`config.mk`:
```
export PLATFORM = sky130hd
export DESIGN_NAME = eng_cmd_inputs
export DESIGN_NICKNAME = d
export VERILOG_FILES = /design/src/rtl/eng_cmd_pkg.sv /design/src/rtl/eng_cmd_inputs.sv
export SDC_FILE = /design/constraint.sdc
export NUM_CORES = 1
export LEC_CHECK = 0
export ABC_AREA = 1
export BUFFER_PORTS_ARGS = -buffer_cell sky130_fd_sc_hd__buf_2
export CORE_UTILIZATION = 41
export CTS_CLUSTER_DIAMETER = 80
export DETAILED_ROUTE_END_ITERATION = 8
export PLACE_DENSITY = 0.63
export SYNTH_ARGS = -nofsm -noshare
export SYNTH_HDL_FRONTEND = slang
export SYNTH_SLANG_ARGS = --single-unit
```
`constraint.sdc`:
```
create_clock -name MCLK_I -period 1.7 [get_ports MCLK_I]
set_input_delay 0.085 -clock MCLK_I [delete_from_list [all_inputs] [get_ports MCLK_I]]
set_output_delay 0.085 -clock MCLK_I [all_outputs]
set_load 0.02 [all_outputs]
```
`src/rtl/eng_cmd_pkg.sv`:
```
/*
 * Shared constants and types for the remote engine command input logic.
 * Assumes a single 10 MHz clock and APB register access with 32-bit data.
 */
package eng_cmd_pkg;

  // ********************************************************************
  // Timing
  // ********************************************************************
  localparam int unsigned CLK_PERIOD_NS = 100;
  localparam int unsigned SAMPLE_PERIOD_MS = 100;
  localparam int unsigned MIN_PULSE_MS = 120;
  localparam int unsigned SAMPLE_CYCLES = SAMPLE_PERIOD_MS * 1000000 / CLK_PERIOD_NS;
  // Sequence times counted in input sample periods.
  localparam logic [7:0] CRANK_TICKS = 8'h32;
  localparam logic [7:0] IDLE_TICKS = 8'h64;
  localparam logic [7:0] COOL_TICKS = 8'hC8;

  // ********************************************************************
  // Register map
  // ********************************************************************
  localparam logic [7:0] CTRL_OFS = 8'h00;
  localparam logic [7:0] KEYS_OFS = 8'h04;
  localparam logic [7:0] SPEED_OFS = 8'h08;
  localparam logic [7:0] MIN_LOAD_OFS = 8'h0C;
  localparam logic [7:0] FIRE_SPEED_OFS = 8'h10;
  localparam logic [7:0] STATUS_OFS = 8'h14;
  localparam logic [7:0] HISTORY_OFS = 8'h18;

  localparam int CTRL_MODE_LSB = 0;
  localparam int CTRL_NC_A_BIT = 4;
  localparam int CTRL_NC_B_BIT = 5;
  localparam int KEY_START_BIT = 0;
  localparam int KEY_STOP_BIT = 1;
  localparam int KEY_RESET_BIT = 2;
  localparam int ST_MODE_LSB = 0;
  localparam int ST_STATE_LSB = 5;
  localparam int ST_EMERG_BIT = 10;
  localparam int ST_FAIL_BIT = 11;

  localparam logic [2:0] MODE_RST = 3'h4;
  localparam logic [15:0] SPEED_RST = 16'h0000;
  localparam logic [15:0] MIN_LOAD_RST = 16'h0258;
  localparam logic [15:0] FIRE_SPEED_RST = 16'h012C;

  // ********************************************************************
  // Types
  // ********************************************************************
  typedef enum logic [4:0] {
    MODE_AUX = 5'b00001,
    MODE_EME = 5'b00010,
    MODE_HRB = 5'b00100,
    MODE_PRP = 5'b01000,
    MODE_LOC = 5'b10000
  } mode_t;

  typedef enum logic [4:0] {
    ENG_STOP = 5'b00001,
    ENG_CRANK = 5'b00010,
    ENG_IDLE = 5'b00100,
    ENG_RUN = 5'b01000,
    ENG_COOL = 5'b10000
  } eng_t;

  typedef struct packed {
    logic harbour_req;
    logic load_sw;
    logic link_blk;
    logic link_fail;
    logic halt_a;
    logic halt_b;
    logic sd_ovr;
    logic other_sd;
    logic crank_req;
    logic halt_req;
    logic regen_need;
    logic regen_inh;
  } bin_t;

endpackage

```
`src/rtl/eng_cmd_inputs.sv`:
```
/*
 * Remote binary command inputs of a marine engine controller: harbour
 * override, remote load switch, link fail blocking, emergency halt, remote
 * crank and halt requests and filter burn inhibit, with an APB slave.
 * Assumes pins come from switches in no clock domain and a 10 MHz clock.
 */
// Local design decisions: the register addresses and the APB interface to the registers.
//
// Contract
// - harbour request enters, release restores prior mode.
// - harbour request ignored in local mode.
// - above min load speed, load follows switch.
// - load switch ignored in local mode.
// - link fail block suppresses fail indication.
// - either emergency halt shuts engine down immediately.
// - emergency halt also drops coolant and prelube.
// - shutdown override never masks emergency halt.
// - crank edge acts except in local mode.
// - one start attempt per crank request.
// - failed start logged in alarm and history.
// - second crank edge in idle ends idle.
// - crank request equals panel start key.
// - halt edge cools, second edge stops.
// - halt request ignored in local mode.
// - halt request equals panel stop key.
// - inputs sampled every 100 ms; pulses 120 ms.
// - burn inhibit blocks automatic filter regeneration.
`timescale 1ns/1ps

module eng_cmd_inputs #(
  parameter int unsigned SAMPLE_CYCLES = eng_cmd_pkg::SAMPLE_CYCLES
) (
  input wire logic MCLK_I,
  input wire logic RST_B_I,
  input wire logic PSEL_I,
  input wire logic PENABLE_I,
  input wire logic PWRITE_I,
  input wire logic [7:0] PADDR_I,
  input wire logic [31:0] PWDATA_I,
  output logic [31:0] PRDATA_O,
  output logic PREADY_O,
  output logic PSLVERR_O,
  input wire logic REM_HARBOUR_I,
  input wire logic REM_LOAD_I,
  input wire logic LINK_BLOCK_I,
  input wire logic LINK_FAIL_I,
  input wire logic EMERG_HALT_A_I,
  input wire logic EMERG_HALT_B_I,
  input wire logic SHUTDOWN_OVERRIDE_I,
  input wire logic OTHER_SHUTDOWN_I,
  input wire logic CRANK_REQ_I,
  input wire logic HALT_REQ_I,
  input wire logic REGEN_NEED_I,
  input wire logic BURN_INHIBIT_I,
  output logic LOAD_CONNECT_O,
  output logic COOLANT_PUMP_O,
  output logic PRELUBE_O,
  output logic STARTER_O,
  output logic FUEL_O,
  output logic LINK_FAIL_IND_O,
  output logic REGEN_START_O
);

  // ********************************************************************
  // Input synchronisers and 100 ms sampling
  // ********************************************************************
  eng_cmd_pkg::bin_t pins;
  eng_cmd_pkg::bin_t sync1;
  eng_cmd_pkg::bin_t sync2;
  eng_cmd_pkg::bin_t samp;
  eng_cmd_pkg::bin_t prev;
  logic [19:0] tick_cnt;
  logic tick;
  logic fresh;

  assign pins = '{REM_HARBOUR_I, REM_LOAD_I, LINK_BLOCK_I, LINK_FAIL_I,
                  EMERG_HALT_A_I, EMERG_HALT_B_I, SHUTDOWN_OVERRIDE_I,
                  OTHER_SHUTDOWN_I, CRANK_REQ_I, HALT_REQ_I, REGEN_NEED_I,
                  BURN_INHIBIT_I};

  always_ff @(posedge MCLK_I) begin
    if (!RST_B_I) begin
      sync1 <= '0;
      sync2 <= '0;
    end else begin
      sync1 <= pins;
      sync2 <= sync1;
    end
  end

  always_ff @(posedge MCLK_I) begin
    if (!RST_B_I) begin
      tick_cnt <= '0;
      tick <= 1'b0;
    end else if (tick_cnt == 20'(SAMPLE_CYCLES - 1)) begin
      tick_cnt <= '0;
      tick <= 1'b1;
    end else begin
      tick_cnt <= tick_cnt + 20'h0_0001;
      tick <= 1'b0;
    end
  end

  // A switch that bounces between samples is seen only at sample instants.
  always_ff @(posedge MCLK_I) begin
    if (!RST_B_I) begin
      samp <= '0;
      prev <= '0;
      fresh <= 1'b0;
    end else begin
      fresh <= tick;
      if (tick) begin
        samp <= sync2;
        prev <= samp;
      end
    end
  end

  // ********************************************************************
  // Registers written by software
  // ********************************************************************
  logic [2:0] mode_code;
  logic nc_a;
  logic nc_b;
  logic [15:0] speed;
  logic [15:0] min_load;
  logic [15:0] fire_speed;
  logic key_start;
  logic key_stop;
  logic fault_reset;
  logic wr_acc;
  logic rd_setup;

  assign wr_acc = PSEL_I & PENABLE_I & PREADY_O & PWRITE_I;
  assign rd_setup = PSEL_I & ~PENABLE_I & ~PWRITE_I;

  function automatic eng_cmd_pkg::mode_t decode_mode(input logic [2:0] code);
    case (code)
      3'h0: decode_mode = eng_cmd_pkg::MODE_AUX;
      3'h1: decode_mode = eng_cmd_pkg::MODE_EME;
      3'h2: decode_mode = eng_cmd_pkg::MODE_HRB;
      3'h3: decode_mode = eng_cmd_pkg::MODE_PRP;
      default: decode_mode = eng_cmd_pkg::MODE_LOC;
    endcase
  endfunction

  function automatic logic mapped(input logic [7:0] a);
    mapped = (a == eng_cmd_pkg::CTRL_OFS) || (a == eng_cmd_pkg::KEYS_OFS) ||
             (a == eng_cmd_pkg::SPEED_OFS) || (a == eng_cmd_pkg::MIN_LOAD_OFS) ||
             (a == eng_cmd_pkg::FIRE_SPEED_OFS) || (a == eng_cmd_pkg::STATUS_OFS) ||
             (a == eng_cmd_pkg::HISTORY_OFS);
  endfunction

  always_ff @(posedge MCLK_I) begin
    if (!RST_B_I) begin
      mode_code <= eng_cmd_pkg::MODE_RST;
      nc_a <= 1'b0;
      nc_b <= 1'b0;
      speed <= eng_cmd_pkg::SPEED_RST;
      min_load <= eng_cmd_pkg::MIN_LOAD_RST;
      fire_speed <= eng_cmd_pkg::FIRE_SPEED_RST;
    end else if (wr_acc) begin
      case (PADDR_I)
        eng_cmd_pkg::CTRL_OFS: begin
          mode_code <= PWDATA_I[eng_cmd_pkg::CTRL_MODE_LSB +: 3];
          nc_a <= PWDATA_I[eng_cmd_pkg::CTRL_NC_A_BIT];
          nc_b <= PWDATA_I[eng_cmd_pkg::CTRL_NC_B_BIT];
        end
        eng_cmd_pkg::SPEED_OFS: speed <= PWDATA_I[15:0];
        eng_cmd_pkg::MIN_LOAD_OFS: min_load <= PWDATA_I[15:0];
        eng_cmd_pkg::FIRE_SPEED_OFS: fire_speed <= PWDATA_I[15:0];
        default: ;
      endcase
    end
  end

  // Panel keys are one-cycle pulses from a write to the key register.
  always_ff @(posedge MCLK_I) begin
    if (!RST_B_I) begin
      key_start <= 1'b0;
      key_stop <= 1'b0;
      fault_reset <= 1'b0;
    end else begin
      key_start <= wr_acc && PADDR_I == eng_cmd_pkg::KEYS_OFS &&
                   PWDATA_I[eng_cmd_pkg::KEY_START_BIT];
      key_stop <= wr_acc && PADDR_I == eng_cmd_pkg::KEYS_OFS &&
                  PWDATA_I[eng_cmd_pkg::KEY_STOP_BIT];
      fault_reset <= wr_acc && PADDR_I == eng_cmd_pkg::KEYS_OFS &&
                     PWDATA_I[eng_cmd_pkg::KEY_RESET_BIT];
    end
  end

  // ********************************************************************
  // Mode selection and requests
  // ********************************************************************
  eng_cmd_pkg::mode_t base_mode;
  eng_cmd_pkg::mode_t mode;
  logic is_loc;
  logic crank_edge;
  logic halt_edge;
  logic start_req;
  logic stop_req;
  logic emerg;
  logic other_sd;

  assign base_mode = decode_mode(mode_code);
  assign is_loc = base_mode == eng_cmd_pkg::MODE_LOC;

  // local wins
  // The base mode is never overwritten, so release falls back to it.
  assign mode = (!is_loc && samp.harbour_req) ? eng_cmd_pkg::MODE_HRB : base_mode;

  assign crank_edge = fresh & samp.crank_req & ~prev.crank_req;
  assign halt_edge = fresh & samp.halt_req & ~prev.halt_req;

  assign start_req = (crank_edge & ~is_loc) | key_start;
  assign stop_req = (halt_edge & ~is_loc) | key_stop;

  assign emerg = (samp.halt_a ^ nc_a) | (samp.halt_b ^ nc_b);
  assign other_sd = samp.other_sd & ~samp.sd_ovr;

  // ********************************************************************
  // Engine sequence
  // ********************************************************************
  eng_cmd_pkg::eng_t state;
  logic [7:0] timer;
  logic emerg_latch;
  logic start_fail;
  logic [15:0] fail_count;
  logic fired;
  logic crank_fail;

  assign fired = speed >= fire_speed;
  assign crank_fail = state == eng_cmd_pkg::ENG_CRANK && !fired && timer == 8'h00;

  always_ff @(posedge MCLK_I) begin
    if (!RST_B_I) begin
      state <= eng_cmd_pkg::ENG_STOP;
      timer <= 8'h00;
    end else if (emerg || other_sd) begin
      state <= eng_cmd_pkg::ENG_STOP;
      timer <= 8'h00;
    end else begin
      if (fresh && timer != 8'h00) begin
        timer <= timer - 8'h01;
      end
      case (state)
        eng_cmd_pkg::ENG_STOP: begin
          if (start_req && !emerg_latch) begin
            state <= eng_cmd_pkg::ENG_CRANK;
            timer <= eng_cmd_pkg::CRANK_TICKS;
          end
        end
        eng_cmd_pkg::ENG_CRANK: begin
          if (fired) begin
            state <= eng_cmd_pkg::ENG_IDLE;
            timer <= eng_cmd_pkg::IDLE_TICKS;
          end else if (stop_req || timer == 8'h00) begin
            state <= eng_cmd_pkg::ENG_STOP;
          end
        end
        eng_cmd_pkg::ENG_IDLE: begin
          if (stop_req) begin
            state <= eng_cmd_pkg::ENG_COOL;
            timer <= eng_cmd_pkg::COOL_TICKS;
          end else if (start_req || timer == 8'h00) begin
            state <= eng_cmd_pkg::ENG_RUN;
          end
        end
        eng_cmd_pkg::ENG_RUN: begin
          if (stop_req) begin
            state <= eng_cmd_pkg::ENG_COOL;
            timer <= eng_cmd_pkg::COOL_TICKS;
          end
        end
        eng_cmd_pkg::ENG_COOL: begin
          if (stop_req || timer == 8'h00) begin
            state <= eng_cmd_pkg::ENG_STOP;
          end
        end
        default: state <= eng_cmd_pkg::ENG_STOP;
      endcase
    end
  end

  // alarm and history
  // A new event in the clearing cycle keeps its flag set.
  always_ff @(posedge MCLK_I) begin
    if (!RST_B_I) begin
      start_fail <= 1'b0;
      emerg_latch <= 1'b0;
      fail_count <= 16'h0000;
    end else begin
      start_fail <= crank_fail | (start_fail & ~fault_reset);
      emerg_latch <= emerg | (emerg_latch & ~fault_reset);
      if (crank_fail && fail_count != 16'hFFFF) begin
        fail_count <= fail_count + 16'h0001;
      end
    end
  end

  // ********************************************************************
  // Outputs
  // ********************************************************************
  logic engine_on;

  assign engine_on = state == eng_cmd_pkg::ENG_IDLE || state == eng_cmd_pkg::ENG_RUN ||
                     state == eng_cmd_pkg::ENG_COOL;

  always_ff @(posedge MCLK_I) begin
    if (!RST_B_I) begin
      LOAD_CONNECT_O <= 1'b0;
    end else if (speed <= min_load || emerg) begin
      LOAD_CONNECT_O <= 1'b0;
    end else if (!is_loc) begin
      LOAD_CONNECT_O <= samp.load_sw;
    end
  end

  // pumps drop on emergency
  // Other shutdowns stop the engine, so the pumps drop one cycle after the state reaches stop.
  always_ff @(posedge MCLK_I) begin
    if (!RST_B_I) begin
      COOLANT_PUMP_O <= 1'b0;
      PRELUBE_O <= 1'b0;
    end else begin
      COOLANT_PUMP_O <= engine_on & ~emerg & ~emerg_latch;
      PRELUBE_O <= (state == eng_cmd_pkg::ENG_CRANK) & ~emerg & ~emerg_latch;
    end
  end

  always_ff @(posedge MCLK_I) begin
    if (!RST_B_I) begin
      STARTER_O <= 1'b0;
      FUEL_O <= 1'b0;
      LINK_FAIL_IND_O <= 1'b0;
      REGEN_START_O <= 1'b0;
    end else begin
      STARTER_O <= state == eng_cmd_pkg::ENG_CRANK && !emerg;
      FUEL_O <= state != eng_cmd_pkg::ENG_STOP && !emerg;
      LINK_FAIL_IND_O <= samp.link_fail & ~samp.link_blk;
      REGEN_START_O <= engine_on & samp.regen_need & ~samp.regen_inh;
    end
  end

  // ********************************************************************
  // APB read side
  // ********************************************************************
  // Read data is captured in the setup cycle; every access has no wait.
  always_ff @(posedge MCLK_I) begin
    if (!RST_B_I) begin
      PREADY_O <= 1'b0;
      PSLVERR_O <= 1'b0;
      PRDATA_O <= 32'h0000_0000;
    end else begin
      PREADY_O <= PSEL_I & ~PENABLE_I;
      PSLVERR_O <= PSEL_I & ~PENABLE_I & ~mapped(PADDR_I);
      if (rd_setup) begin
        case (PADDR_I)
          eng_cmd_pkg::CTRL_OFS: PRDATA_O <= {26'h000_0000, nc_b, nc_a, 1'b0, mode_code};
          eng_cmd_pkg::SPEED_OFS: PRDATA_O <= {16'h0000, speed};
          eng_cmd_pkg::MIN_LOAD_OFS: PRDATA_O <= {16'h0000, min_load};
          eng_cmd_pkg::FIRE_SPEED_OFS: PRDATA_O <= {16'h0000, fire_speed};
          eng_cmd_pkg::STATUS_OFS: PRDATA_O <= {20'h0_0000, start_fail, emerg_latch,
                                                state, mode};
          eng_cmd_pkg::HISTORY_OFS: PRDATA_O <= {16'h0000, fail_count};
          default: PRDATA_O <= 32'h0000_0000;
        endcase
      end
    end
  end
endmodule // eng_cmd_inputs

```
==> results of run 1 <==
==> cell usage after synthesis, drive strengths merged (23+ instances only) <==
master and n:
nand2 197, buf 30, inv 178, nor2 85, ha 36, a21oi 120, o21ai 97, xor2 25
dfxtp 172, nand3 47, nand4 25, clkbuf 23, nor3 24
==> metal layers <==
metal / GRT usage / up-vias / wire (um)
li1: - / 4025 / -
met1: 0.302 / 3629 / 10300
met2: 0.372 / 223 / 10700
met3: 0.0424 / 36 / 1310
met4: 0.0753 / 0 / 426
met5: 0 / - / 0
==> timing repair <==
action / in CTS / in global routing
hold buffers: 30 / 0
cloned: 1 / 0
setup buffers: 2 / 1
gates resized for setup: 60 / 33
endpoints found under the hold margin: 63 / 0
pin swaps: 5 / 12
setup endpoints to repair: 27 / 33
==> report_power, final <==
group          total [mW]  internal [mW]  switching, mW
clock                4.01           2.15           1.86
combinational       0.401          0.155          0.245
sequential           4.09           4.07         0.0175
==> area by class of cell <==
| cell class | count | area, um2 |
|---|---|---|
| Fill cell | 1883 | 8850 |
| Multi-Input combinational cell | 735 | 4230 |
| Sequential cell | 172 | 3470 |
| Timing Repair Buffer | 199 | 1480 |
| Inverter | 183 | 688 |
| Clock buffer | 18 | 439 |
| Tap cell | 265 | 332 |
| Clock inverter | 14 | 170 |
==> worst paths after layout <==
path | to | cells after the start
worst min-delay path | FUEL_O | 5
worst max-delay path | fail_count[3] | 12
worst min register to register | sync2[5] | 2
worst max register to register | fail_count[3] | 12
==> metrics by stage <==
stage	instances	power, mW	TNS, ns	setup WS (ns)	instance area [um2]
finish	1586	8.50	-3.31	-0.215	10800
detailed placement	1520	4.52	-3.51	-0.202	9560
global placement	1520	4.52	-2.90	-0.160	9560
floorplan	1143	4.40	-0.400	-0.0444	8390
global route	1586	8.79	-5.11	-0.285	10800
CTS	1585	8.56	-2.13	-0.143	10700
==> worst min-delay path: cells and delay by family <==
family / cells / cell delay, ns
AND/OR/NAND/NOR: 2 / 0.11
buffers and inverters: 3 / 0.29
==> registers in the layout, summed over array words and instances (netlist names), 8 cells and up <==
name and cells:
PRDATA_O 16, fail_count 16, fire_speed 16, min_load 16, samp 12, speed 16
sync1 12, sync2 12, tick_cnt 20, timer 8
==> cell families (layout without fill, tap and decap cells) <==
logic type               count (synthesis)  in the layout  share of synthesized area
flip-flops                             172            172                      0.414
AND/OR/NAND/NOR                        392            392                      0.213
other                                    1             16                   0.000451
XOR/XNOR                                28             28                     0.0295
buffers and inverters                  236            414                      0.117
adder cells (fa/ha/maj)                 36             36                     0.0542
AO/OA/AOI/OAI                          263            263                      0.171
==> flow_summary.rst, run 1 <==
.. list-table::
   :header-rows: 1

   * - Metric
     - Value
   * - Outcome
     - complete, but fails checks
   * - Violations in the final reports
     - setup timing
   * - #FFs+latches synth
     - approximately 170
   * - Top cells by area in the synthesized netlist
     - sky130_fd_sc_hd__dfxtp_1 (41%), sky130_fd_sc_hd__nand2_1 (8.7%), sky130_fd_sc_hd__inv_1 (7.9%)
   * - Number of distinct standard cells referenced by the synthesized netlist
     - 44
   * - Synthesized area
     - 8310 um2
   * - EDFF count, synth
     - 0
   * - Slowest library cell on the worst path
     - sky130_fd_sc_hd__dfxtp_1
   * - Share of cells above drive strength 1
     - 0.235
   * - Die Y
     - 144 um
   * - Final antenna diode count
     - 0
   * - Weighted congestion at the end of routability-driven global placement
     - 0.927
   * - Library cell occupying the most area in the post-synthesis netlist
     - sky130_fd_sc_hd__dfxtp_1
   * - Post-DR wirelength/cell
     - about 14 um
   * - Most frequent cells in the layout
     - sky130_fd_sc_hd__nand2_1 (177), sky130_fd_sc_hd__inv_1 (161), sky130_fd_sc_hd__dfxtp_1 (152)
   * - Total global-route track usage
     - 0.228
   * - Data required time at the worst endpoint
     - 2.03 ns
   * - Worst min path class
     - input port to register
   * - Width of the chip
     - 144 um
   * - Number of pins with negative max-slew slack in the final report
     - 0
   * - Vias after detailed routing
     - 7,913
   * - Post-route minimum period
     - 1.91 ns
   * - Pin count of the biggest net entering global routing
     - 101
   * - P&R area growth vs syn
     - 30.0%
   * - Arrival @ worst endpoint
     - 2.24 ns
   * - Core box area
     - slightly below 20,000 um2
   * - TritonCTS clock tree
     - done
   * - Ordered cell list for the critical path
     - ha_4 -> nand2_2 -> inv_2 -> nand2_2 -> nor2_1 -> nor2_1 -> nand2_2 -> nand2_4 -> nand4_1 -> buf_4 -> o21ai_1 -> a21oi_1
   * - # clock sinks
     - 172
   * - Setup slack of the most critical reg-to-reg path
     - -0.21 ns
   * - IO Port Bufs
     - 65
   * - Iteration-0 DRC count of the detailed router
     - 524
   * - Net count of the finished layout
     - 1,401
   * - Dominant register cell in the synthesized netlist
     - sky130_fd_sc_hd__dfxtp_1
   * - Fraction of the core area covered by cells at the end of the flow
     - 0.550
   * - Startpoint of the worst register-to-register path
     - speed[6]
   * - Via count of the first global-routing pass
     - 7,372
   * - Total detailed-routing wirelength
     - 22,700 um
   * - Async set-reset flop share out of synthesis
     - 0
   * - Final count of hold timing violations
     - 0
   * - Cell family with most CP delay
     - simple AND/OR/NAND/NOR gates
   * - Worst slack on hold paths
     - 0.0856 ns
   * - Count of TritonRoute iterations in the first routing pass
     - 5
   * - Sequential share of the synthesized area
     - 0.414
   * - FP Rows
     - 51
   * - Register clock-pin slew on the reported worst setup and hold paths
     - about 0.070 ns
   * - Number of CTS-inserted buffers
     - 17
   * - Post-DP HPWL
     - between 15,000 and 20,000 um
   * - Worst clock skew
     - about 0.014 ns
   * - Max-cap violation count
     - 0
   * - Number of vias per cell after detailed routing
     - 4.99
   * - Number of antenna violations at the first check in global routing
     - 0
   * - Leading cell type in the layout, fill and taps excluded
     - sky130_fd_sc_hd__nand2_1
   * - Buffer type at the clock tree root
     - sky130_fd_sc_hd__clkbuf_16
   * - LEAKAGE
     - slightly below 5 nW
   * - Worst-path fanout max
     - 6
   * - # DRC
     - 0
   * - First-pass GRT wire length
     - 36,700 um
   * - Insertion delay of the later-clocked pin in the worst-skew pair
     - 0.44 ns
   * - CP startpoint
     - speed[6]
   * - Grt ovf
     - 0
   * - Setup crit end kind
     - register
   * - Pwr dens
     - slightly below 800 nW/um2
   * - Worst setup path class
     - register to register
   * - Total I/O pin count
     - 98
   * - Number of warnings printed during yosys synthesis
     - 0
   * - CTS HTree Levels
     - 4
   * - Largest buffer count on any clock path
     - 2
   * - Buf/Inv on CP
     - 2
   * - Unrepaired setup endpoints after global routing
     - true
   * - Max frequency
     - 522 MHz
   * - Element type at the critical path start
     - register
   * - Mapped Avg Cell Area
     - 7.37 um2
   * - Number of instances in the synthesized netlist
     - 1,128
   * - Initial cell density of the core
     - 0.423
   * - Post-route setup slack
     - -0.215 ns
   * - Final period util
     - 1.13
   * - Worst path most repeated cell
     - sky130_fd_sc_hd__nand2_2
   * - Fraction of synthesized cell area taken by the top area cell type
     - 0.414
   * - Start point of the worst min-delay path
     - RST_B_I
   * - Die area
     - 20,800 um2
   * - Antenna Nets Post-Route
     - 0
   * - Largest stage delay, worst path
     - 0.38 ns
   * - Maximum VDD drop
     - 0.650 mV
   * - Setup violators final
     - 21
Power figures use the tool's default switching activity.
==> run 2: changes to the inputs <==
- CELL_PAD_IN_SITES_DETAIL_PLACEMENT: not set -> 0
- CELL_PAD_IN_SITES_GLOBAL_PLACEMENT: not set -> 2
- CORE_MARGIN: not set -> 1
- CORE_UTILIZATION: 41 -> 30
- PLACE_DENSITY: 0.63 -> 0.76
==> run 2 against run 1 <==
Net effect: the run still ends with setup timing left; fmax grew 7.3%; power is 1.7% lower; flip-flop and latch count is the same; critical path depth up 2; critical endpoint is now fail_count[7]; highest routed layer unchanged.
==> flow_summary.rst, run 2 (synthesized netlist as in run 1, its figures left out) <==
.. list-table::
   :header-rows: 1

   * - Metric
     - Value
   * - Outcome
     - complete, but fails checks (unchanged)
   * - Violations in the final reports
     - setup timing (unchanged)
   * - Leading cell type in the layout, fill and taps excluded
     - sky130_fd_sc_hd__nand2_1 (unchanged)
   * - Startpoint of the worst register-to-register path
     - fire_speed[7] (was speed[6])
   * - Most frequent cells in the layout
     - sky130_fd_sc_hd__nand2_1 (177), sky130_fd_sc_hd__inv_1 (158), sky130_fd_sc_hd__dfxtp_1 (150) (was sky130_fd_sc_hd__nand2_1 (177), sky130_fd_sc_hd__inv_1 (161), sky130_fd_sc_hd__dfxtp_1 (152))
   * - P&R area growth vs syn
     - 32.3% (was 30.0%)
   * - Pin count of the biggest net entering global routing
     - 101 (unchanged)
   * - Depth of the worst register-to-register path
     - 14 (was 12)
   * - Capture point of the worst path
     - fail_count[7] (was fail_count[3])
   * - Max-cap violation count
     - 0 (unchanged)
   * - Worst clock skew
     - 0.0180 ns (was 0.0135 ns)
   * - IO Port Bufs
     - 65 (unchanged)
   * - Reg-to-reg critical path endpoint
     - fail_count[7] (was fail_count[3])
   * - # clock sinks
     - 172 (unchanged)
   * - Grt ovf
     - 0 (unchanged)
   * - Unrepaired setup endpoints after global routing
     - true (unchanged)
   * - Final antenna diode count
     - 0 (unchanged)
   * - Worst min path class
     - input port to register (unchanged)
   * - Number of pins with negative max-slew slack in the final report
     - 0 (unchanged)
   * - Die area
     - 28,400 um2 (was 20,800 um2)
   * - Setup violators final
     - 16 (was 21)
   * - Final sum of negative setup slack
     - -1.06 ns (was -3.31 ns)
   * - Weighted congestion at the end of routability-driven global placement
     - 0.814 (was 0.927)
   * - Total I/O pin count
     - 98 (unchanged)
   * - Buffer type at the clock tree root
     - sky130_fd_sc_hd__clkbuf_16 (unchanged)
   * - Number of CTS-inserted buffers
     - 17 (unchanged)
   * - Post-route setup slack
     - -0.0844 ns (was -0.215 ns)
   * - Setup slack of the most critical reg-to-reg path
     - -0.08 ns (was -0.21 ns)
   * - Count of TritonRoute iterations in the first routing pass
     - 5 (unchanged)
   * - Maximum VDD drop
     - 0.451 mV (was 0.650 mV)
   * - TritonCTS clock tree
     - done (unchanged)
   * - FP Rows
     - 60 (was 51)
   * - Number of flip-flops in the largest register
     - 20 (unchanged)
   * - First-pass GRT wire length
     - 39,400 um (was 36,700 um)
   * - Register ranked first by flip-flop count
     - tick_cnt (unchanged)
   * - Post-DR wirelength/cell
     - 14.7 um (was 14.3 um)
   * - Net count of the finished layout
     - 1,413 (was 1,401)
   * - Final count of hold timing violations
     - 0 (unchanged)
   * - Post-route total power
     - 8.36 mW (was 8.50 mW)
   * - Via count of the first global-routing pass
     - 7,375 (was 7,372)
   * - Total global-route track usage
     - 0.179 (was 0.228)
   * - Core box area
     - 27,000 um2 (was 19,700 um2)
   * - Setup crit end kind
     - register (unchanged)
   * - Vias after detailed routing
     - 7,755 (was 7,913)
   * - Max frequency
     - 560 MHz (was 522 MHz)
   * - Worst-path fanout max
     - 16 (was 6)
   * - Iteration-0 DRC count of the detailed router
     - 362 (was 524)
   * - LEAKAGE
     - 5.02 nW (was 4.94 nW)
   * - Width of the chip
     - 168 um (was 144 um)
   * - Post-DP HPWL
     - 18,200 um (was 16,300 um)
   * - CP startpoint
     - fire_speed[7] (was speed[6])
   * - # DRC
     - 0 (unchanged)
   * - CTS HTree Levels
     - 4 (unchanged)
   * - Initial cell density of the core
     - 0.307 (was 0.423)
   * - Largest buffer count on any clock path
     - 2 (unchanged)
   * - Share of cells above drive strength 1
     - 0.257 (was 0.235)
   * - Die Y
     - 168 um (was 144 um)
   * - Register clock-pin slew on the reported worst setup and hold paths
     - 0.07 ns (about the same)
   * - Post-route minimum period
     - 1.78 ns (was 1.91 ns)
   * - Pwr dens
     - 760 nW/um2 (was 787 nW/um2)
   * - Final period util
     - 1.05 (was 1.13)
   * - Total detailed-routing wirelength
     - 24,600 um (was 22,700 um)
   * - Insertion delay of the later-clocked pin in the worst-skew pair
     - 0.44 ns (about the same)
   * - Number of antenna violations at the first check in global routing
     - 0 (unchanged)
   * - Number of vias per cell after detailed routing
     - 4.63 (was 4.99)
   * - Worst setup path class
     - register to register (unchanged)
   * - Arrival @ worst endpoint
     - 2.15 ns (was 2.24 ns)
   * - Data required time at the worst endpoint
     - 2.07 ns (was 2.03 ns)
   * - Element type at the critical path start
     - register (unchanged)
   * - Antenna Nets Post-Route
     - 0 (unchanged)
run 2: changes by cell type in the layout (fill, tap and decap cells not counted), moves of 3 or more:
cell	previous run	this run
sky130_fd_sc_hd__buf_4	97	109
sky130_fd_sc_hd__nand3_2	4	7
sky130_fd_sc_hd__nor2_2	10	13
sky130_fd_sc_hd__nor2_1	70	66
sky130_fd_sc_hd__o21ai_1	14	18
sky130_fd_sc_hd__inv_2	17	21
sky130_fd_sc_hd__ha_2	0	4
sky130_fd_sc_hd__inv_1	161	158
sky130_fd_sc_hd__nand3_1	43	39
run 2: through the flow:
stage                     setup slack [ns]  utilization  cell area, um2  hold WS (ns)  cells
after floorplan                    -0.0444            -            8390         0.183   1143
after global placement              -0.165        0.360            9740         0.269   1608
after detailed placement            -0.194        0.360            9740         0.269   1608
after CTS                          -0.0870        0.398           10800        0.0227   1674
after global routing                -0.193        0.407           11000        0.0359   1674
final                              -0.0844        0.407           11000        0.0380   1674
run 2: how the worst min path moves through the flow:
stage | start | endpoint | cells after the start
after global routing | RST_B_I | PREADY_O | 3
after global placement | REGEN_NEED_I | sync1[1] | 3
after floorplan | BURN_INHIBIT_I | sync1[0] | 2
after detailed placement | SHUTDOWN_OVERRIDE_I | sync1[5] | 3
after CTS | RST_B_I | PREADY_O | 3
final | RST_B_I | PREADY_O | 3
run 2: final cells by class:
type / instances / area [um2]
clock buffers: 17 / 425
inverters: 183 / 688
well taps: 341 / 427
multi-input cells: 735 / 4280
flip-flops and latches: 172 / 3470
fillers: 2880 / 16000
repair buffers: 211 / 1550
clock inverters: 15 / 148
run 2: power breakdown:
group	switching (mW)	internal, mW
Sequential	0.0164	4.07
Clock	1.90	1.96
Combinational	0.260	0.159
Total	2.17	6.18
run 2: worst max-delay path: stages (launching register included):
cell	delay (ns)
sky130_fd_sc_hd__dfxtp_2	0.33
sky130_fd_sc_hd__inv_2	0.05
sky130_fd_sc_hd__ha_4	0.24
sky130_fd_sc_hd__nand2_2	0.06
sky130_fd_sc_hd__inv_2	0.04
sky130_fd_sc_hd__nand2_1	0.05
sky130_fd_sc_hd__nand2_1	0.05
sky130_fd_sc_hd__nor2_1	0.12
sky130_fd_sc_hd__nand2_2	0.09
sky130_fd_sc_hd__nand2_4	0.10
sky130_fd_sc_hd__nand3_4	0.09
sky130_fd_sc_hd__nor2_4	0.11
sky130_fd_sc_hd__buf_12	0.15
sky130_fd_sc_hd__nand3_1	0.09
sky130_fd_sc_hd__a21oi_1	0.14
run 2: per-layer routing:
layer  GRT usage  wire (um)  part of all wire
met5           0          0                 0
met3      0.0237        756             0.031
met2       0.297      11600              0.47
met1       0.241      11900              0.48
met4      0.0526        335             0.014
run 2: timing repair:
item / CTS / global route
resized for setup: 38 / 80
pin swaps: 1 / 22
buffers inserted: 4 / 2
cloned: 0 / 0
endpoints found under the setup margin: 28 / 36
hold endpoints to repair: 58 / 0
hold buffers: 30 / 0
==> run 3: changes to the inputs <==
- CELL_PAD_IN_SITES_GLOBAL_PLACEMENT: 2 -> 1
- CORE_MARGIN: 1 -> not set
- CORE_UTILIZATION: 30 -> 38
- TNS_END_PERCENT: not set -> 50
==> run 3 against run 2 <==
Net effect: the flow still finishes with violations (setup timing); worst hold slack better by 0.064 ns; first-iteration DRC count up 14%; routed wire length down 7.0%; largest power group unchanged.
==> flow_summary.rst, run 3 (synthesized netlist as in run 1, its figures left out) <==
.. list-table::
   :header-rows: 1

   * - Metric
     - Value
   * - Outcome
     - complete, but fails checks (unchanged)
   * - Violations in the final reports
     - setup timing (unchanged)
   * - Start point of the worst min-delay path
     - RST_B_I (unchanged)
   * - Register ranked first by flip-flop count
     - tick_cnt (unchanged)
   * - Depth of the worst register-to-register path
     - 14 (unchanged)
   * - Worst clock skew
     - 0.0104 ns (was 0.0180 ns)
   * - # DRC
     - 0 (unchanged)
   * - Worst path most repeated cell
     - sky130_fd_sc_hd__nand2_2
   * - Post-route setup slack
     - -0.139 ns (was -0.0844 ns)
   * - Element type at the critical path start
     - register (unchanged)
   * - Internal power contribution
     - 6.33 mW (was 6.18 mW)
   * - Arrival @ worst endpoint
     - 2.20 ns (was 2.15 ns)
   * - Die area
     - 22,500 um2 (was 28,400 um2)
   * - TritonCTS clock tree
     - done (unchanged)
   * - Minimum setup slack after placement
     - -0.181 ns (was -0.194 ns)
   * - # clock sinks
     - 172 (unchanged)
   * - Leading cell type in the layout, fill and taps excluded
     - sky130_fd_sc_hd__nand2_1 (unchanged)
   * - Worst min path class
     - input port to register (unchanged)
   * - Unrepaired setup endpoints after global routing
     - true (unchanged)
   * - Largest stage delay, worst path
     - 0.33 ns (about the same)
   * - CTS HTree Levels
     - 4 (unchanged)
   * - Switch share
     - 0.251 (was 0.260)
   * - Share of cells above drive strength 1
     - 0.250 (was 0.257)
   * - Weighted congestion at the end of routability-driven global placement
     - 0.877 (was 0.814)
   * - Final antenna diode count
     - 0 (unchanged)
   * - Most frequent cells in the layout
     - sky130_fd_sc_hd__nand2_1 (180), sky130_fd_sc_hd__inv_1 (160), sky130_fd_sc_hd__dfxtp_1 (152) (was sky130_fd_sc_hd__nand2_1 (177), sky130_fd_sc_hd__inv_1 (158), sky130_fd_sc_hd__dfxtp_1 (150))
   * - Pin count of the biggest net entering global routing
     - 101 (unchanged)
   * - Final period util
     - 1.08 (was 1.05)
   * - LEAKAGE
     - 4.99 nW (was 5.02 nW)
   * - Pwr dens
     - 771 nW/um2 (was 760 nW/um2)
   * - Number of CTS-inserted buffers
     - 17 (unchanged)
   * - Max frequency
     - 544 MHz (was 560 MHz)
   * - Worst-path fanout max
     - 8 (was 16)
   * - Post-route minimum period
     - 1.84 ns (was 1.78 ns)
   * - P&R area growth vs syn
     - 32.0% (was 32.3%)
   * - First-pass GRT wire length
     - 37,600 um (was 39,400 um)
   * - Total detailed-routing wirelength
     - 22,900 um (was 24,600 um)
   * - Number of vias per cell after detailed routing
     - 4.89 (was 4.63)
   * - Core box area
     - 21,200 um2 (was 27,000 um2)
   * - Max-cap violation count
     - 0 (unchanged)
   * - Share of total power in the clock network
     - 0.469 (was 0.461)
   * - Total global-route track usage
     - 0.217 (was 0.179)
   * - Net count of the finished layout
     - 1,404 (was 1,413)
   * - Via count of the first global-routing pass
     - 7,388 (was 7,375)
   * - Register share of total power
     - 0.483 (was 0.489)
   * - Initial cell density of the core
     - 0.392 (was 0.307)
   * - Number of pins with negative max-slew slack in the final report
     - 0 (unchanged)
   * - Worst setup path class
     - register to register (unchanged)
   * - Insertion delay of the later-clocked pin in the worst-skew pair
     - 0.44 ns (about the same)
   * - Startpoint of the worst register-to-register path
     - fire_speed[7] (unchanged)
   * - Final count of hold timing violations
     - 0 (unchanged)
   * - Grt ovf
     - 0 (unchanged)
   * - Maximum VDD drop
     - 0.582 mV (was 0.451 mV)
   * - Layout Cells excl Fill
     - 1,599 (was 1,674)
   * - Post-route total power
     - 8.46 mW (was 8.36 mW)
   * - Setup crit end kind
     - register (unchanged)
   * - CP startpoint
     - fire_speed[7] (unchanged)
   * - Post-DR wirelength/cell
     - 14.3 um (was 14.7 um)
   * - Iteration-0 DRC count of the detailed router
     - 412 (was 362)
   * - Post-DP HPWL
     - 16,500 um (was 18,200 um)
   * - IO Port Bufs
     - 65 (unchanged)
   * - Slowest library cell on the worst path
     - sky130_fd_sc_hd__dfxtp_2 (unchanged)
   * - Number of cells on the worst hold path
     - 3 (unchanged)
   * - Die Y
     - 150 um (was 168 um)
   * - Ordered cell list for the critical path
     - inv_2 -> ha_4 -> nand2_2 -> inv_2 -> nand2_2 -> nor2_2 -> nor2_1 -> nand2_2 -> nand2_4 -> nand3_4 -> nor2_4 -> buf_8 -> nand3_4 -> a21oi_2 (was inv_2 -> ha_4 -> nand2_2 -> inv_2 -> nand2_1 -> nand2_1 -> nor2_1 -> nand2_2 -> nand2_4 -> nand3_4 -> nor2_4 -> buf_12 -> nand3_1 -> a21oi_1)
   * - Total I/O pin count
     - 98 (unchanged)
   * - Width of the chip
     - 150 um (was 168 um)
   * - Data required time at the worst endpoint
     - 2.06 ns (was 2.07 ns)
   * - Setup violators final
     - 19 (was 16)
   * - Final-layout fill cell count
     - 2,100 (was 2,880)
   * - Number of antenna violations at the first check in global routing
     - 0 (unchanged)
   * - Antenna Nets Post-Route
     - 0 (unchanged)
   * - FP Rows
     - 53 (was 60)
   * - Number of flip-flops in the largest register
     - 20 (unchanged)
   * - Vias after detailed routing
     - 7,819 (was 7,755)
   * - Count of TritonRoute iterations in the first routing pass
     - 5 (unchanged)
   * - Buffer type at the clock tree root
     - sky130_fd_sc_hd__clkbuf_16 (unchanged)
   * - Register clock-pin slew on the reported worst setup and hold paths
     - 0.07 ns (about the same)
   * - Largest buffer count on any clock path
     - 2 (unchanged)
   * - Comb power frac
     - 0.048 (was 0.050)
   * - Final sum of negative setup slack
     - -1.78 ns (was -1.06 ns)
   * - Net Switching
     - 2.12 mW (was 2.17 mW)
   * - Total placed cells including tap cells
     - 1,531 (was 1,608)
## run 3: final cells by class
class / instances / area, um2 / area share
Timing Repair Buffer: 202 / 1530 / 0.139
Clock inverter: 15 / 180 / 0.0164
Sequential cell: 172 / 3470 / 0.316
Multi-Input combinational cell: 735 / 4330 / 0.395
Inverter: 183 / 688 / 0.0627
Tap cell: 275 / 344 / 0.0314
Clock buffer: 17 / 425 / 0.0388
## run 3: repair_timing
item | CTS | global route
endpoints found under the hold margin | 62 | 0
pin swaps | 12 | 25
gates resized for setup | 59 | 57
buffers inserted | 3 | 6
hold buffers | 30 | 0
gates cloned | 1 | 0
endpoints found under the setup margin | 27 | 34
## run 3: per-stage QoR
stage / util / instance area [um2] / hold slack [ns]
6_report: 0.517 / 11000 / 0.102
5_1_grt: 0.517 / 11000 / 0.105
4_1_cts: 0.510 / 10800 / 0.0999
3_5_place_dp: 0.452 / 9600 / 0.271
3_3_place_gp: 0.452 / 9600 / 0.270
2_1_floorplan: - / 8390 / 0.183
## run 3: power by group through the flow
stage | clock (mW) | combinational, mW | sequential [mW]
6_report | 3.97 | 0.406 | 4.08
2_1_floorplan | 0 | 0.213 | 4.19
4_1_cts | 4.07 | 0.404 | 4.08
3_5_place_dp | 0 | 0.350 | 4.18
3_3_place_gp | 0 | 0.346 | 4.18
5_1_grt | 4.25 | 0.450 | 4.09
## run 3: per-layer routing
| layer | routed length (um) | share of wire | vias to the layer above | GRT usage |
|---|---|---|---|---|
| met5 | 0 | 0 | - | 0 |
| met4 | 342 | 0.015 | 0 | 0.0581 |
| met3 | 870 | 0.038 | 19 | 0.0363 |
| met2 | 10800 | 0.47 | 146 | 0.358 |
| met1 | 10900 | 0.48 | 3616 | 0.290 |
| li1 | - | - | 4038 | - |
## run 3: critical path: cells and delay by family, from the launching register on
| family | cells | cell delay, ns |
|---|---|---|
| AND/OR/NAND/NOR | 9 | 0.80 |
| flip-flops | 1 | 0.33 |
| buffers and inverters | 3 | 0.24 |
| adder cells (fa/ha/maj) | 1 | 0.24 |
| AO/OA/AOI/OAI | 1 | 0.15 |
## run 3: path summary, 6_finish.rpt
kind                            slack [ns]            end
worst min-delay path                  0.10       PREADY_O
worst max register to register       -0.14  fail_count[7]
worst max-delay path                 -0.14  fail_count[7]
worst min register to register        0.41       sync2[8]
